File: src/shared/supervisor_pkg.sv
// Package: timing, register map and fields of the supervisor
package supervisor_pkg;
   // ---------------------------------------------------------------
   // Timing
   // ---------------------------------------------------------------
   localparam int unsigned CLK_HZ         = 25_000_000;
   localparam int unsigned RESET_MS       = 200;
   localparam int unsigned WDOG_MS        = 1600;
   localparam int unsigned CE_GATE_US     = 28;
   localparam int unsigned RESET_CYC      = (CLK_HZ / 1000) * RESET_MS;
   localparam int unsigned WDOG_CYC       = (CLK_HZ / 1000) * WDOG_MS;
   localparam int unsigned CE_GATE_CYC    = ((CLK_HZ / 1_000_000) * CE_GATE_US > 0) ?
                                            (CLK_HZ / 1_000_000) * CE_GATE_US : 1;
   localparam int unsigned CNT_W          = 32;
   localparam int unsigned SYNC_STAGES    = 2;
   // ---------------------------------------------------------------
   // Register map (byte addresses)
   // ---------------------------------------------------------------
   localparam logic [7:0] ADDR_STATUS     = 8'h00;
   localparam logic [7:0] ADDR_IRQ_STAT   = 8'h04;
   localparam logic [7:0] ADDR_IRQ_MASK   = 8'h08;
   localparam logic [7:0] ADDR_CONTROL    = 8'h0C;
   localparam int unsigned EV_W           = 5;
   localparam logic [EV_W-1:0] MASK_RST   = 5'h1f;
   localparam logic [31:0] CTRL_RST       = 32'h0000_0000;
   localparam logic [1:0] RESP_OKAY       = 2'b00;
   localparam logic [1:0] RESP_DECERR     = 2'b11;
   // Event bits, also status bit positions for reset, watchdog and low-line only
   localparam int unsigned EV_RESET       = 0;
   localparam int unsigned EV_WDOG        = 1;
   localparam int unsigned EV_PFAIL       = 2;
   localparam int unsigned EV_LOWLINE     = 3;
   localparam int unsigned EV_BACKUP      = 4;
   // Control bit: software reset request
   localparam int unsigned CTRL_SWRST     = 0;

   // Analog comparator results, already digital
   typedef struct packed {
      logic supply_below_rst;   // Supply under reset threshold
      logic supply_below_low;   // Supply under low-line threshold
      logic supply_below_backup_cell_input;  // Supply under battery voltage
      logic backup_cell_input_above_ok;      // Battery over its good threshold
      logic pfail_below;        // Power-fail input under threshold
   } sense_type;

   typedef struct packed {
      logic backup_sel;
      logic backup_cell_input_good;
      logic pfail_n;
      logic lowline_n;
      logic wdog_fault_n;
      logic ce_gate_en;
      logic reset_n;
   } state_type;
endpackage : supervisor_pkg

File: src/sync_bits.sv
// Two-stage synchroniser for a group of level inputs
`timescale 1ns/1ps
module sync_bits #(
   parameter int unsigned WIDTH = 1
) (
   // Clock and reset
   input  wire logic             core_clk,
   input  wire logic             srst,
   // Levels
   input  wire logic [WIDTH-1:0] din,
   output logic      [WIDTH-1:0] dout
);
   logic [WIDTH-1:0] meta_r;
   initial begin
      if (WIDTH < 1) $error("sync_bits: WIDTH must be at least 1");
   end
   // First stage feeds only the second stage
   always_ff @(posedge core_clk) begin
      if (srst) begin
         meta_r <= '0;
         dout   <= '0;
      end else begin
         meta_r <= din;
         dout   <= meta_r;
      end
   end
endmodule : sync_bits

File: src/delay_counter.sv
// Restartable delay counter: done after LIMIT cycles of run
`timescale 1ns/1ps
module delay_counter #(
   parameter int unsigned WIDTH = 32,
   parameter int unsigned LIMIT = 10
) (
   // Clock and reset
   input  wire logic core_clk,
   input  wire logic srst,
   // Control
   input  wire logic clear,
   input  wire logic run,
   output logic      done
);
   logic [WIDTH-1:0] cnt_r;
   localparam logic [WIDTH-1:0] LIM = WIDTH'(LIMIT);
   initial begin
      if (LIMIT < 1 || WIDTH < 2 || LIMIT >= (64'd1 << WIDTH))
         $error("delay_counter: LIMIT does not fit");
   end
   assign done = (cnt_r >= LIM);
   always_ff @(posedge core_clk) begin
      if (srst || clear) begin
         cnt_r <= '0;
      end else if (run && !done) begin
         cnt_r <= cnt_r + WIDTH'(1);
      end
   end
endmodule : delay_counter

File: src/supervisor_reset_watchdog.sv
// Supervisor top: reset stretch, watchdog, warnings, CE gating, backup, AXI4-Lite
//
// Functional notes
// - Manual reset low asserts reset; held until 200ms after it returns high.
// - Reset low while supply below threshold, and 200ms after it recovers.
// - Active-high reset output is always the inverse of active-low one.
// - Watchdog fault low when kick input idle beyond 1.6s, until next edge.
// - Watchdog fault held high while reset is asserted.
// - Floating kick input disables watchdog; fault output stays high.
// - Power-fail warning low while sensed voltage below its threshold.
// - Early supply warning low once supply under low-line threshold.
// - Disabled chip-enable gate forces chip select output inactive high.
// - Backup-selected flag high while RAM supply is on the battery.
// - Battery chosen only when supply below reset threshold and battery voltage.
// - Battery-good high in normal operation when battery over its threshold.
// - Watchdog timer cleared in reset, counts after release, restarts on edges.
// - Supply dip during the stretch restarts the 200ms timeout.
// - CE gate disabled 28us after reset on power-down, until reset ends.
//
// The AXI4-Lite slave port and the register offsets were chosen for this implementation.
`timescale 1ns/1ps
module supervisor_reset_watchdog
   import supervisor_pkg::*;
#(
   parameter int unsigned RESET_CYCLES = supervisor_pkg::RESET_CYC,
   parameter int unsigned WDOG_CYCLES  = supervisor_pkg::WDOG_CYC,
   parameter int unsigned CE_CYCLES    = supervisor_pkg::CE_GATE_CYC
) (
   // Clock and reset
   input  wire logic                     core_clk,
   input  wire logic                     srst,
   // Comparator indications
   input  wire supervisor_pkg::sense_type sense_in,
   // Processor side pins
   input  wire logic                     manual_reset_n,
   input  wire logic                     watchdog_kick_in,
   input  wire logic                     watchdog_kick_float,
   input  wire logic                     chip_select_in,
   output logic                          reset_out_n,
   output logic                          reset_out,
   output logic                          watchdog_fault_n,
   output logic                          powerfail_warn_n,
   output logic                          early_supply_warn_n,
   output logic                          chip_select_out,
   output logic                          backup_cell_selected,
   output logic                          backup_cell_good,
   output logic                          irq,
   // AXI4-Lite slave
   input  wire logic [7:0]               s_awaddr,
   input  wire logic                     s_awvalid,
   output logic                          s_awready,
   input  wire logic [31:0]              s_wdata,
   input  wire logic [3:0]               s_wstrb,
   input  wire logic                     s_wvalid,
   output logic                          s_wready,
   output logic [1:0]                    s_bresp,
   output logic                          s_bvalid,
   input  wire logic                     s_bready,
   input  wire logic [7:0]               s_araddr,
   input  wire logic                     s_arvalid,
   output logic                          s_arready,
   output logic [31:0]                   s_rdata,
   output logic [1:0]                    s_rresp,
   output logic                          s_rvalid,
   input  wire logic                     s_rready
);
   import supervisor_pkg::*;

   initial begin
      if (RESET_CYCLES < 1 || WDOG_CYCLES < 1 || CE_CYCLES < 1)
         $error("supervisor_reset_watchdog: cycle counts must be at least 1");
   end

   // ---------------------------------------------------------------
   // Input synchronisation
   // ---------------------------------------------------------------
   localparam int unsigned SYN_W = $bits(sense_type) + 4;
   logic [SYN_W-1:0] syn_in;
   logic [SYN_W-1:0] syn_out;
   sense_type        sense_s;
   logic             mr_n_s;
   logic             kick_s;
   logic             kick_float_s;
   logic             cs_s;

   assign syn_in = {sense_in, manual_reset_n, watchdog_kick_in, watchdog_kick_float,
                    chip_select_in};
   sync_bits #(.WIDTH(SYN_W)) u_sync (
      .core_clk (core_clk),
      .srst     (srst),
      .din      (syn_in),
      .dout     (syn_out)
   );
   assign {sense_s, mr_n_s, kick_s, kick_float_s, cs_s} = syn_out;

   // ---------------------------------------------------------------
   // Reset stretch
   // ---------------------------------------------------------------
   logic ctrl_swrst;
   logic rst_cause;
   logic rst_done;
   logic rst_act_r;
   assign rst_cause = sense_s.supply_below_rst || !mr_n_s || ctrl_swrst;

   // Any cause holds the counter at zero, so a dip restarts the full stretch
   delay_counter #(.WIDTH(CNT_W), .LIMIT(RESET_CYCLES)) u_rst_cnt (
      .core_clk (core_clk),
      .srst     (srst),
      .clear    (rst_cause),
      .run      (1'b1),
      .done     (rst_done)
   );

   always_ff @(posedge core_clk) begin
      if (srst) begin
         rst_act_r <= 1'b1;
      end else begin
         rst_act_r <= rst_cause || !rst_done;
      end
   end

   // ---------------------------------------------------------------
   // Watchdog
   // ---------------------------------------------------------------
   logic kick_d_r;
   logic kick_edge;
   logic wd_done;
   logic wd_fault_r;
   assign kick_edge = kick_s ^ kick_d_r;

   delay_counter #(.WIDTH(CNT_W), .LIMIT(WDOG_CYCLES)) u_wd_cnt (
      .core_clk (core_clk),
      .srst     (srst),
      .clear    (rst_act_r || kick_edge || kick_float_s),
      .run      (1'b1),
      .done     (wd_done)
   );

   always_ff @(posedge core_clk) begin
      if (srst) begin
         kick_d_r   <= 1'b0;
         wd_fault_r <= 1'b0;
      end else begin
         kick_d_r <= kick_s;
         if (rst_act_r || kick_float_s || kick_edge) begin
            wd_fault_r <= 1'b0;
         end else if (wd_done) begin
            wd_fault_r <= 1'b1;
         end
      end
   end

   // ---------------------------------------------------------------
   // Chip-enable gate
   // ---------------------------------------------------------------
   logic ce_done;
   logic ce_en_r;
   delay_counter #(.WIDTH(CNT_W), .LIMIT(CE_CYCLES)) u_ce_cnt (
      .core_clk (core_clk),
      .srst     (srst),
      .clear    (!rst_act_r),
      .run      (1'b1),
      .done     (ce_done)
   );

   always_ff @(posedge core_clk) begin
      if (srst) begin
         ce_en_r <= 1'b0;
      end else if (!rst_act_r) begin
         ce_en_r <= 1'b1;
      end else if (ce_done) begin
         ce_en_r <= 1'b0;
      end
   end

   // ---------------------------------------------------------------
   // Outputs
   // ---------------------------------------------------------------
   logic backup_nxt;
   assign backup_nxt = sense_s.supply_below_rst && sense_s.supply_below_backup_cell_input;

   always_ff @(posedge core_clk) begin
      if (srst) begin
         reset_out_n          <= 1'b0;
         reset_out            <= 1'b1;
         watchdog_fault_n     <= 1'b1;
         powerfail_warn_n     <= 1'b1;
         early_supply_warn_n  <= 1'b1;
         chip_select_out      <= 1'b1;
         backup_cell_selected <= 1'b0;
         backup_cell_good     <= 1'b0;
      end else begin
         reset_out_n          <= !rst_act_r;
         reset_out            <= rst_act_r;
         watchdog_fault_n     <= !wd_fault_r;
         powerfail_warn_n     <= !sense_s.pfail_below;
         early_supply_warn_n  <= !sense_s.supply_below_low;
         chip_select_out      <= ce_en_r ? cs_s : 1'b1;
         backup_cell_selected <= backup_nxt;
         backup_cell_good     <= !backup_nxt && sense_s.backup_cell_input_above_ok;
      end
   end

   // ---------------------------------------------------------------
   // Interrupt events
   // ---------------------------------------------------------------
   logic [EV_W-1:0] ev_lvl;
   logic [EV_W-1:0] ev_lvl_d_r;
   logic [EV_W-1:0] ev_set;
   logic [EV_W-1:0] irq_stat_r;
   logic [EV_W-1:0] irq_mask_r;
   logic [EV_W-1:0] w1c;
   logic [31:0]     ctrl_r;

   assign ev_lvl[EV_RESET]   = rst_act_r;
   assign ev_lvl[EV_WDOG]    = wd_fault_r;
   assign ev_lvl[EV_PFAIL]   = sense_s.pfail_below;
   assign ev_lvl[EV_LOWLINE] = sense_s.supply_below_low;
   assign ev_lvl[EV_BACKUP]  = backup_nxt;
   // Rising edges only, so a standing condition does not re-raise after clear
   assign ev_set     = ev_lvl & ~ev_lvl_d_r;
   assign ctrl_swrst = ctrl_r[CTRL_SWRST];

   // ---------------------------------------------------------------
   // AXI4-Lite slave
   // ---------------------------------------------------------------
   logic        aw_held_r;
   logic        w_held_r;
   logic [7:0]  awaddr_r;
   logic [31:0] wdata_r;
   logic [3:0]  wstrb_r;
   logic        wr_go;
   logic        wr_hit;
   logic        rd_hit;
   logic [31:0] rd_mux;
   logic [31:0] status_word;

   assign wr_go = aw_held_r && w_held_r && !s_bvalid;
   assign wr_hit = (awaddr_r == ADDR_IRQ_STAT) || (awaddr_r == ADDR_IRQ_MASK) ||
                   (awaddr_r == ADDR_CONTROL) || (awaddr_r == ADDR_STATUS);
   assign w1c = (wr_go && awaddr_r == ADDR_IRQ_STAT && wstrb_r[0]) ?
                wdata_r[EV_W-1:0] : '0;
   assign status_word = {25'h000_0000, backup_nxt, sense_s.backup_cell_input_above_ok,
                         sense_s.pfail_below, sense_s.supply_below_low,
                         ce_en_r, wd_fault_r, rst_act_r};
   assign rd_hit = (s_araddr == ADDR_STATUS) || (s_araddr == ADDR_IRQ_STAT) ||
                   (s_araddr == ADDR_IRQ_MASK) || (s_araddr == ADDR_CONTROL);
   assign rd_mux = (s_araddr == ADDR_STATUS)   ? status_word :
                   (s_araddr == ADDR_IRQ_STAT) ? {27'h000_0000, irq_stat_r} :
                   (s_araddr == ADDR_IRQ_MASK) ? {27'h000_0000, irq_mask_r} :
                   (s_araddr == ADDR_CONTROL)  ? ctrl_r : 32'h0000_0000;

   always_ff @(posedge core_clk) begin
      if (srst) begin
         aw_held_r  <= 1'b0;
         w_held_r   <= 1'b0;
         awaddr_r   <= 8'h00;
         wdata_r    <= 32'h0000_0000;
         wstrb_r    <= 4'h0;
         s_bvalid   <= 1'b0;
         s_bresp    <= RESP_OKAY;
      end else begin
         if (s_awvalid && s_awready) begin
            aw_held_r <= 1'b1;
            awaddr_r  <= s_awaddr;
         end
         if (s_wvalid && s_wready) begin
            w_held_r <= 1'b1;
            wdata_r  <= s_wdata;
            wstrb_r  <= s_wstrb;
         end
         if (wr_go) begin
            aw_held_r <= 1'b0;
            w_held_r  <= 1'b0;
            s_bvalid  <= 1'b1;
            s_bresp   <= wr_hit ? RESP_OKAY : RESP_DECERR;
         end else if (s_bvalid && s_bready) begin
            s_bvalid <= 1'b0;
         end
      end
   end
   assign s_awready = !aw_held_r && !s_bvalid;
   assign s_wready  = !w_held_r && !s_bvalid;

   always_ff @(posedge core_clk) begin
      if (srst) begin
         s_arready <= 1'b0;
         s_rvalid  <= 1'b0;
         s_rdata   <= 32'h0000_0000;
         s_rresp   <= RESP_OKAY;
      end else begin
         s_arready <= !s_rvalid && !s_arready && s_arvalid;
         if (s_arvalid && s_arready) begin
            s_rvalid <= 1'b1;
            s_rdata  <= rd_mux;
            s_rresp  <= rd_hit ? RESP_OKAY : RESP_DECERR;
         end else if (s_rvalid && s_rready) begin
            s_rvalid <= 1'b0;
         end
      end
   end

   // ---------------------------------------------------------------
   // Register storage and interrupt output
   // ---------------------------------------------------------------
   always_ff @(posedge core_clk) begin
      if (srst) begin
         ev_lvl_d_r <= '0;
         irq_stat_r <= '0;
         irq_mask_r <= MASK_RST;
         ctrl_r     <= CTRL_RST;
         irq        <= 1'b0;
      end else begin
         ev_lvl_d_r <= ev_lvl;
         // Set wins over a clear in the same cycle
         irq_stat_r <= (irq_stat_r & ~w1c) | ev_set;
         if (wr_go && awaddr_r == ADDR_IRQ_MASK && wstrb_r[0]) begin
            irq_mask_r <= wdata_r[EV_W-1:0];
         end
         if (wr_go && awaddr_r == ADDR_CONTROL && wstrb_r[0]) begin
            ctrl_r[7:0] <= wdata_r[7:0];
         end
         irq <= |(((irq_stat_r & ~w1c) | ev_set) & ~irq_mask_r);
      end
   end
endmodule : supervisor_reset_watchdog

File: config.mk
export PLATFORM = sky130hd
export DESIGN_NAME = supervisor_reset_watchdog
export DESIGN_NICKNAME = d
export VERILOG_FILES = /design/src/shared/supervisor_pkg.sv /design/src/sync_bits.sv /design/src/delay_counter.sv /design/src/supervisor_reset_watchdog.sv
export SDC_FILE = /design/constraint.sdc
export NUM_CORES = 1
export LEC_CHECK = 0
export BUFFER_PORTS_ARGS = -buffer_cell sky130_fd_sc_hd__buf_2
export CAP_MARGIN = 20
export CORE_UTILIZATION = 50
export CTS_BUF_LIST = sky130_fd_sc_hd__clkbuf_16
export DETAILED_ROUTE_END_ITERATION = 16
export GPL_TIMING_DRIVEN = 0
export PLACE_DENSITY_LB_ADDON = 0.1
export SYNTH_ARGS = -nofsm -noshare
export SYNTH_HDL_FRONTEND = slang
export SYNTH_SLANG_ARGS = --single-unit
File: constraint.sdc
create_clock -name core_clk -period 4.55 [get_ports core_clk]
set_input_delay 0.91 -clock core_clk [delete_from_list [all_inputs] [get_ports core_clk]]
set_output_delay 0.91 -clock core_clk [all_outputs]
set_load 0.05 [all_outputs]
== After elaboration in Yosys (flattened, before gate mapping) ==
Index checks and enable logic that the tools add are counted.

* Add/sub/neg operators: 3
* Order comparisons: 3
* Equality and inequality tests: 7
* Mux-type cells: 13
* Bitwise logic cells: 9
* Reduce and logical (&&, ||, !) cells: 55

{| class="wikitable"
|+ Operators by type and width
! kind !! number
|-
| $add A32 B1 Y32 const B || 3
|-
| $eq A8 B4 Y1 const B || 4
|-
| $ge A32 B10 Y1 const B || 1
|-
| $ge A32 B23 Y1 const B || 1
|-
| $ge A32 B26 Y1 const B || 1
|-
| $mux W8 || 4
|-
| $logic_and A1 B1 Y1 || 19
|-
| $eq A8 B3 Y1 const B || 2
|-
| $logic_not A8 Y1 || 2
|-
| $logic_or A1 B1 Y1 || 16
|-
| $and A5 B5 Y5 || 3
|-
| $not A5 Y5 || 3
|-
| $logic_not A1 Y1 || 12
|-
| $mux W1 || 6
|-
| $reduce_or A2 Y1 || 3
|-
| $mux W5 || 1
|-
| $or A5 B5 Y5 || 1
|-
| $reduce_or A5 Y1 || 1
|-
| $mux W2 || 2
|-
| $reduce_bool A2 Y1 || 2
|-
| $ne A2 B1 Y1 const B || 1
|-
| $not A1 Y1 || 1
|-
| $xor A1 B1 Y1 || 1
|}

* Bits in registers: 208
* Bits of input ports: 68
* Output and inout bits: 50
* Logic and storage cells: 123

== Depth between registers and ports, before layout ==
* Word-level depth: 10
* Gate-level depth with buffers: 8
* Gate-level depth less buffers: 7

== Modules after synthesis ==
From an unflattened synthesis, not the netlist that was laid out.

* Cells, all modules: 817
* Area, all modules: 7,522.2 um^2

{| class="wikitable"
|+ Modules (own cells, without submodules)
! module !! times used !! cells each !! area an instance (um^2) !! sequential area each (um^2)
|-
| supervisor_reset_watchdog || 1 || 308 || 2,855.2 || 1,341.3
|-
| delay_counter at u_wd_cnt || 1 || 183 || 1,530.2 || 640.6
|-
| delay_counter at u_rst_cnt || 1 || 170 || 1,506.4 || 640.6
|-
| delay_counter at u_ce_cnt || 1 || 119 || 1,141.1 || 640.6
|-
| sync_bits || 1 || 37 || 489.2 || 360.3
|}

== Least setup slack after synthesis ==
No wires, ideal clock.

* Path type: register -> output
* Start: register s_bvalid
* End: output s_awready
* Data arrival time: 1.279 ns
* Required time: 3.640 ns
* Path slack: 2.361 ns
* Stages on the path, launching flop included: 2
* Path buffers: 0
* Cell sequence: dfxtp_1 -> nor2_1

* Cells in the longest elaborated chain, start to end: 2

{| class="wikitable"
|+ Ends and longest elaborated chain
! what !! line !! text
|-
| from (decl) || supervisor_reset_watchdog.sv:57 || <nowiki>output logic s_bvalid,</nowiki>
|-
| from (signal assigned) || supervisor_reset_watchdog.sv:260 || <nowiki>s_bvalid <= 1'b0;</nowiki>
|-
| from (signal assigned) || supervisor_reset_watchdog.sv:275 || <nowiki>s_bvalid <= 1'b1;</nowiki>
|-
| from (signal assigned) || supervisor_reset_watchdog.sv:278 || <nowiki>s_bvalid <= 1'b0;</nowiki>
|-
| $logic_not A1 Y1 || supervisor_reset_watchdog.sv:282 || <nowiki>assign s_awready = !aw_held_r && !s_bvalid;</nowiki>
|-
| $logic_and A1 B1 Y1 || supervisor_reset_watchdog.sv:282 ||
|-
| to (decl) || supervisor_reset_watchdog.sv:51 || <nowiki>output logic s_awready,</nowiki>
|}

Every way passes these cells.

== Worst setup path in the final report ==
* Start: register u_wd_cnt.cnt_r[27]
* End: register u_wd_cnt.cnt_r[19]

* Cells in the longest elaborated chain, start to end: 1

{| class="wikitable"
|+ Ends and longest elaborated chain
! what !! line !! text
|-
| from (decl) || delay_counter.sv:15 || <nowiki>logic [WIDTH-1:0] cnt_r;</nowiki>
|-
| from (signal assigned) || delay_counter.sv:26 || <nowiki>cnt_r <= cnt_r + WIDTH'(1);</nowiki>
|-
| $ge A32 B26 Y1 || delay_counter.sv:21 || <nowiki>assign done = (cnt_r >= LIM);</nowiki>
|}

Every way passes these cells.
A chain may end at the register's enable or synchronous reset.

==> impl_metrics.env <==
export IMPL_status="finished, violations left"
export IMPL_violations="design-rule violations"
export IMPL_synth_flop_cell="dfxtp_1"
export IMPL_worstSetupPathType="flop to flop"
export IMPL_drive_gt1_share_pct=14.7
export IMPL_drc=2
export IMPL_ant_nets=0
export IMPL_cts_buffer_depth=2
export IMPL_syn_cell_area_um2=7100
export IMPL_synthArstFlopShare_pct=0
export IMPL_setup_ws_ns=2.06
export IMPL_fin_area_um2=8310
export IMPL_min_from="u_sync.dout[0]$_SDFF_PP0_"
export IMPL_cts_sinks=181
export IMPL_met2_length_um=6880
export IMPL_worst_ep_arrival_time_ns=2.80
export IMPL_path_max_fanout=8
export IMPL_yosysSeqAreaShare_pct=51.0
export IMPL_yosysWarningCount=0
export IMPL_fin_nets=955
export IMPL_ir_worst_vdd_v=0.000260
export IMPL_period_share_pct=54.7
export IMPL_via_count=5540
export IMPL_setup_tns_ns=0
export IMPL_synth_distinct_cells=56
export IMPL_grt_max_degree=17
export IMPL_leakagePower_nw=3.43
export IMPL_tritoncts="yes"
export IMPL_htreeDepth=4
export IMPL_cts_resized=0
export IMPL_dr_max_layer_used="met5"
export IMPL_drv_cap=0
export IMPL_grt_pass1_wl_um=23800
export IMPL_wl_met1_um=6800
export IMPL_rows=43
export IMPL_die_x_um=121
export IMPL_crit_path_end_kind="flop"
export IMPL_skew_ns=0.00760
export IMPL_clk_latency_ns=0.42
export IMPL_required_ns=4.86
export IMPL_post_place_ws_ns=1.93
export IMPL_critPathLaunchType="flop"
export IMPL_hold_viol_final=0
export IMPL_final_cells=1074
export IMPL_maxSlewViolCount=0
export IMPL_synth_edf_count=0
export IMPL_r2r_start="u_wd_cnt.cnt_r[27]$_SDFFE_PP0N_"
export IMPL_tightest_slew_ns=0.832
export IMPL_numPortBuffers=64
export IMPL_n_antenna_cell=0
export IMPL_drtPass1Iterations=11
export IMPL_post_dp_cell_area_um2=7730
export IMPL_place_gp_congestion=0.848
export IMPL_grt_pass1_vias=5095
export IMPL_worstSetupStartpoint="u_wd_cnt.cnt_r[27]$_SDFFE_PP0N_"
export IMPL_start_util_pct=51.2
export IMPL_antenna_found_initial=1
export IMPL_area_delta_synth_final_pct=17.1
export IMPL_rsz0062_at_grt="false"
export IMPL_setup_viol=0
export IMPL_syn_inst=775
export IMPL_dp_hpwl_um=10500
export IMPL_final_util_pct=59.9
export IMPL_die_area_um2=14700
export IMPL_vias_per_cell=5.16
export IMPL_p_total_mw=3.25
export IMPL_track_usage_pct=20.7
export IMPL_drtIter0Drc=354
export IMPL_die_y_um=121
export IMPL_dr_wl_met3_um=638
export IMPL_postCtsSetupBuffers=0
export IMPL_routed_wl_um=14500
export IMPL_wl_per_cell_um=13.5
export IMPL_powerDensity_nw_per_um2=391
export IMPL_grt_ovfl_total=0
export IMPL_hp_class="flop to flop"
export IMPL_slew_headroom_pct=43.7
export IMPL_hold_buffers=0
export IMPL_dp_cells=1042
export IMPL_syn_area_per_cell_um2=9.16
export IMPL_cts_root_buf="clkbuf_16"
export IMPL_core_um2=13900
export IMPL_cts_buffers_inserted=17
export IMPL_fillCellCount=1234
export IMPL_finalCriticalPeriod_ns=2.49
export IMPL_clk_pin_slew_ns=0.07
export IMPL_ios=118
export IMPL_timing_fmax_ghz=0.402
export IMPL_yosys_register_bits=181
export IMPL_hold_ws_ns=0.416
[routing by layer]
layer  vias up  track usage [%]
met3        20             4.79
li1       2796                -
met2       117             33.4
met1      2605             26.7
met4         2             7.79
met5         -                0
[flip-flops by register name, summed over array words and instances, names as in the netlist, 8 cells and up]
| name | flops |
|---|---|
| u_rst_cnt.cnt_r | 32 |
| ctrl_r | 8 |
| s_rdata | 8 |
| u_sync.meta_r | 9 |
| wdata_r | 8 |
| u_ce_cnt.cnt_r | 32 |
| u_wd_cnt.cnt_r | 32 |
| awaddr_r | 8 |
| u_sync.dout | 9 |
[cells in the final DEF, fill, tap and decap left out, types with 20 or more instances in the layout]
cell and instances:
a21oi_1 33, and2_1 44, buf_2 65, buf_4 26, clkbuf_1 28, conb_1 24, dfxtp_1 181, inv_1 20
mux2i_1 30, nand2_1 65, nand3_1 24, nand4_1 20, nor2_1 105, nor2b_1 23, xor2_1 22
[final cells by class]
| class | instances | area, um^2 | share of cell area [%] |
|---|---|---|---|
| Clock buffer | 17 | 425 | 5.12 |
| Sequential cell | 181 | 3620 | 43.6 |
| Buffer | 59 | 328 | 3.94 |
| Multi-Input combinational cell | 538 | 3160 | 38.0 |
| Timing Repair Buffer | 64 | 320 | 3.85 |
| Tap cell | 180 | 225 | 2.71 |
| Inverter | 20 | 75.1 | 0.903 |
| Clock inverter | 15 | 155 | 1.87 |
[cell usage after synthesis (all sizes together) (2+ instances only)]
| library cell | n | share of area [%] |
|---|---|---|
| nand2 | 65 | 3.4 |
| a21oi | 33 | 2.3 |
| o31ai | 2 | 0.21 |
| nor4 | 12 | 1.1 |
| and2 | 44 | 3.9 |
| and3b | 2 | 0.25 |
| a41oi | 2 | 0.25 |
| xor2 | 22 | 2.7 |
| nor2 | 105 | 5.6 |
| o21ai | 9 | 0.69 |
| ha | 6 | 1.1 |
| inv | 20 | 1.1 |
| nor3 | 19 | 1.4 |
| nand2b | 4 | 0.35 |
| and3 | 14 | 1.2 |
| o211ai | 6 | 0.63 |
| nand3 | 24 | 1.7 |
| clkbuf | 28 | 1.5 |
| a211oi | 7 | 0.74 |
| a41o | 2 | 0.28 |
| nor4b | 4 | 0.58 |
| a31oi | 3 | 0.26 |
| and4 | 5 | 0.62 |
| o22ai | 2 | 0.18 |
| buf | 31 | 3.1 |
| a31o | 4 | 0.49 |
| nand4 | 20 | 1.8 |
| a2111oi | 2 | 0.33 |
| dfxtp | 181 | 51 |
| o41ai | 2 | 0.25 |
| or4 | 3 | 0.37 |
| xnor2 | 19 | 2.3 |
| nor2b | 23 | 2.0 |
| mux2i | 30 | 4.2 |
| or2 | 2 | 0.18 |
| or3 | 7 | 0.62 |
[worst max-delay path, stage by stage (launching register included)]
cell	delay, ns
dfxtp_1	0.32
or4_4	0.53
nor3_2	0.20
o21ai_2	0.16
nor4b_1	0.76
a21oi_1	0.18
a31o_2	0.24
[report_power, final]
part,internal [mW],switching [mW]
clock,0.811,0.611
sequential,1.61,0.0191
combinational,0.0638,0.136
[worst paths after layout]
check,end,slack [ns],cells after the start
worst max register to register,u_wd_cnt.cnt_r[19]$_SDFFE_PP0N_,2.06,6
worst max-delay path,u_wd_cnt.cnt_r[19]$_SDFFE_PP0N_,2.06,6
worst min register to register,chip_select_out$_SDFF_PP1_,0.42,1
worst min-delay path,chip_select_out$_SDFF_PP1_,0.42,1
[kinds of logic after synthesis]
family	after synthesis	share of synthesized area, %
flops	181	51.0
simple gates	354	25.1
other cells	1	0.0528
xor+xnor	41	5.06
fa+ha+maj	6	1.06
compound gates	83	7.79
mux	30	4.23
buf+inv	79	5.67
Power figures use the tool's default switching activity.
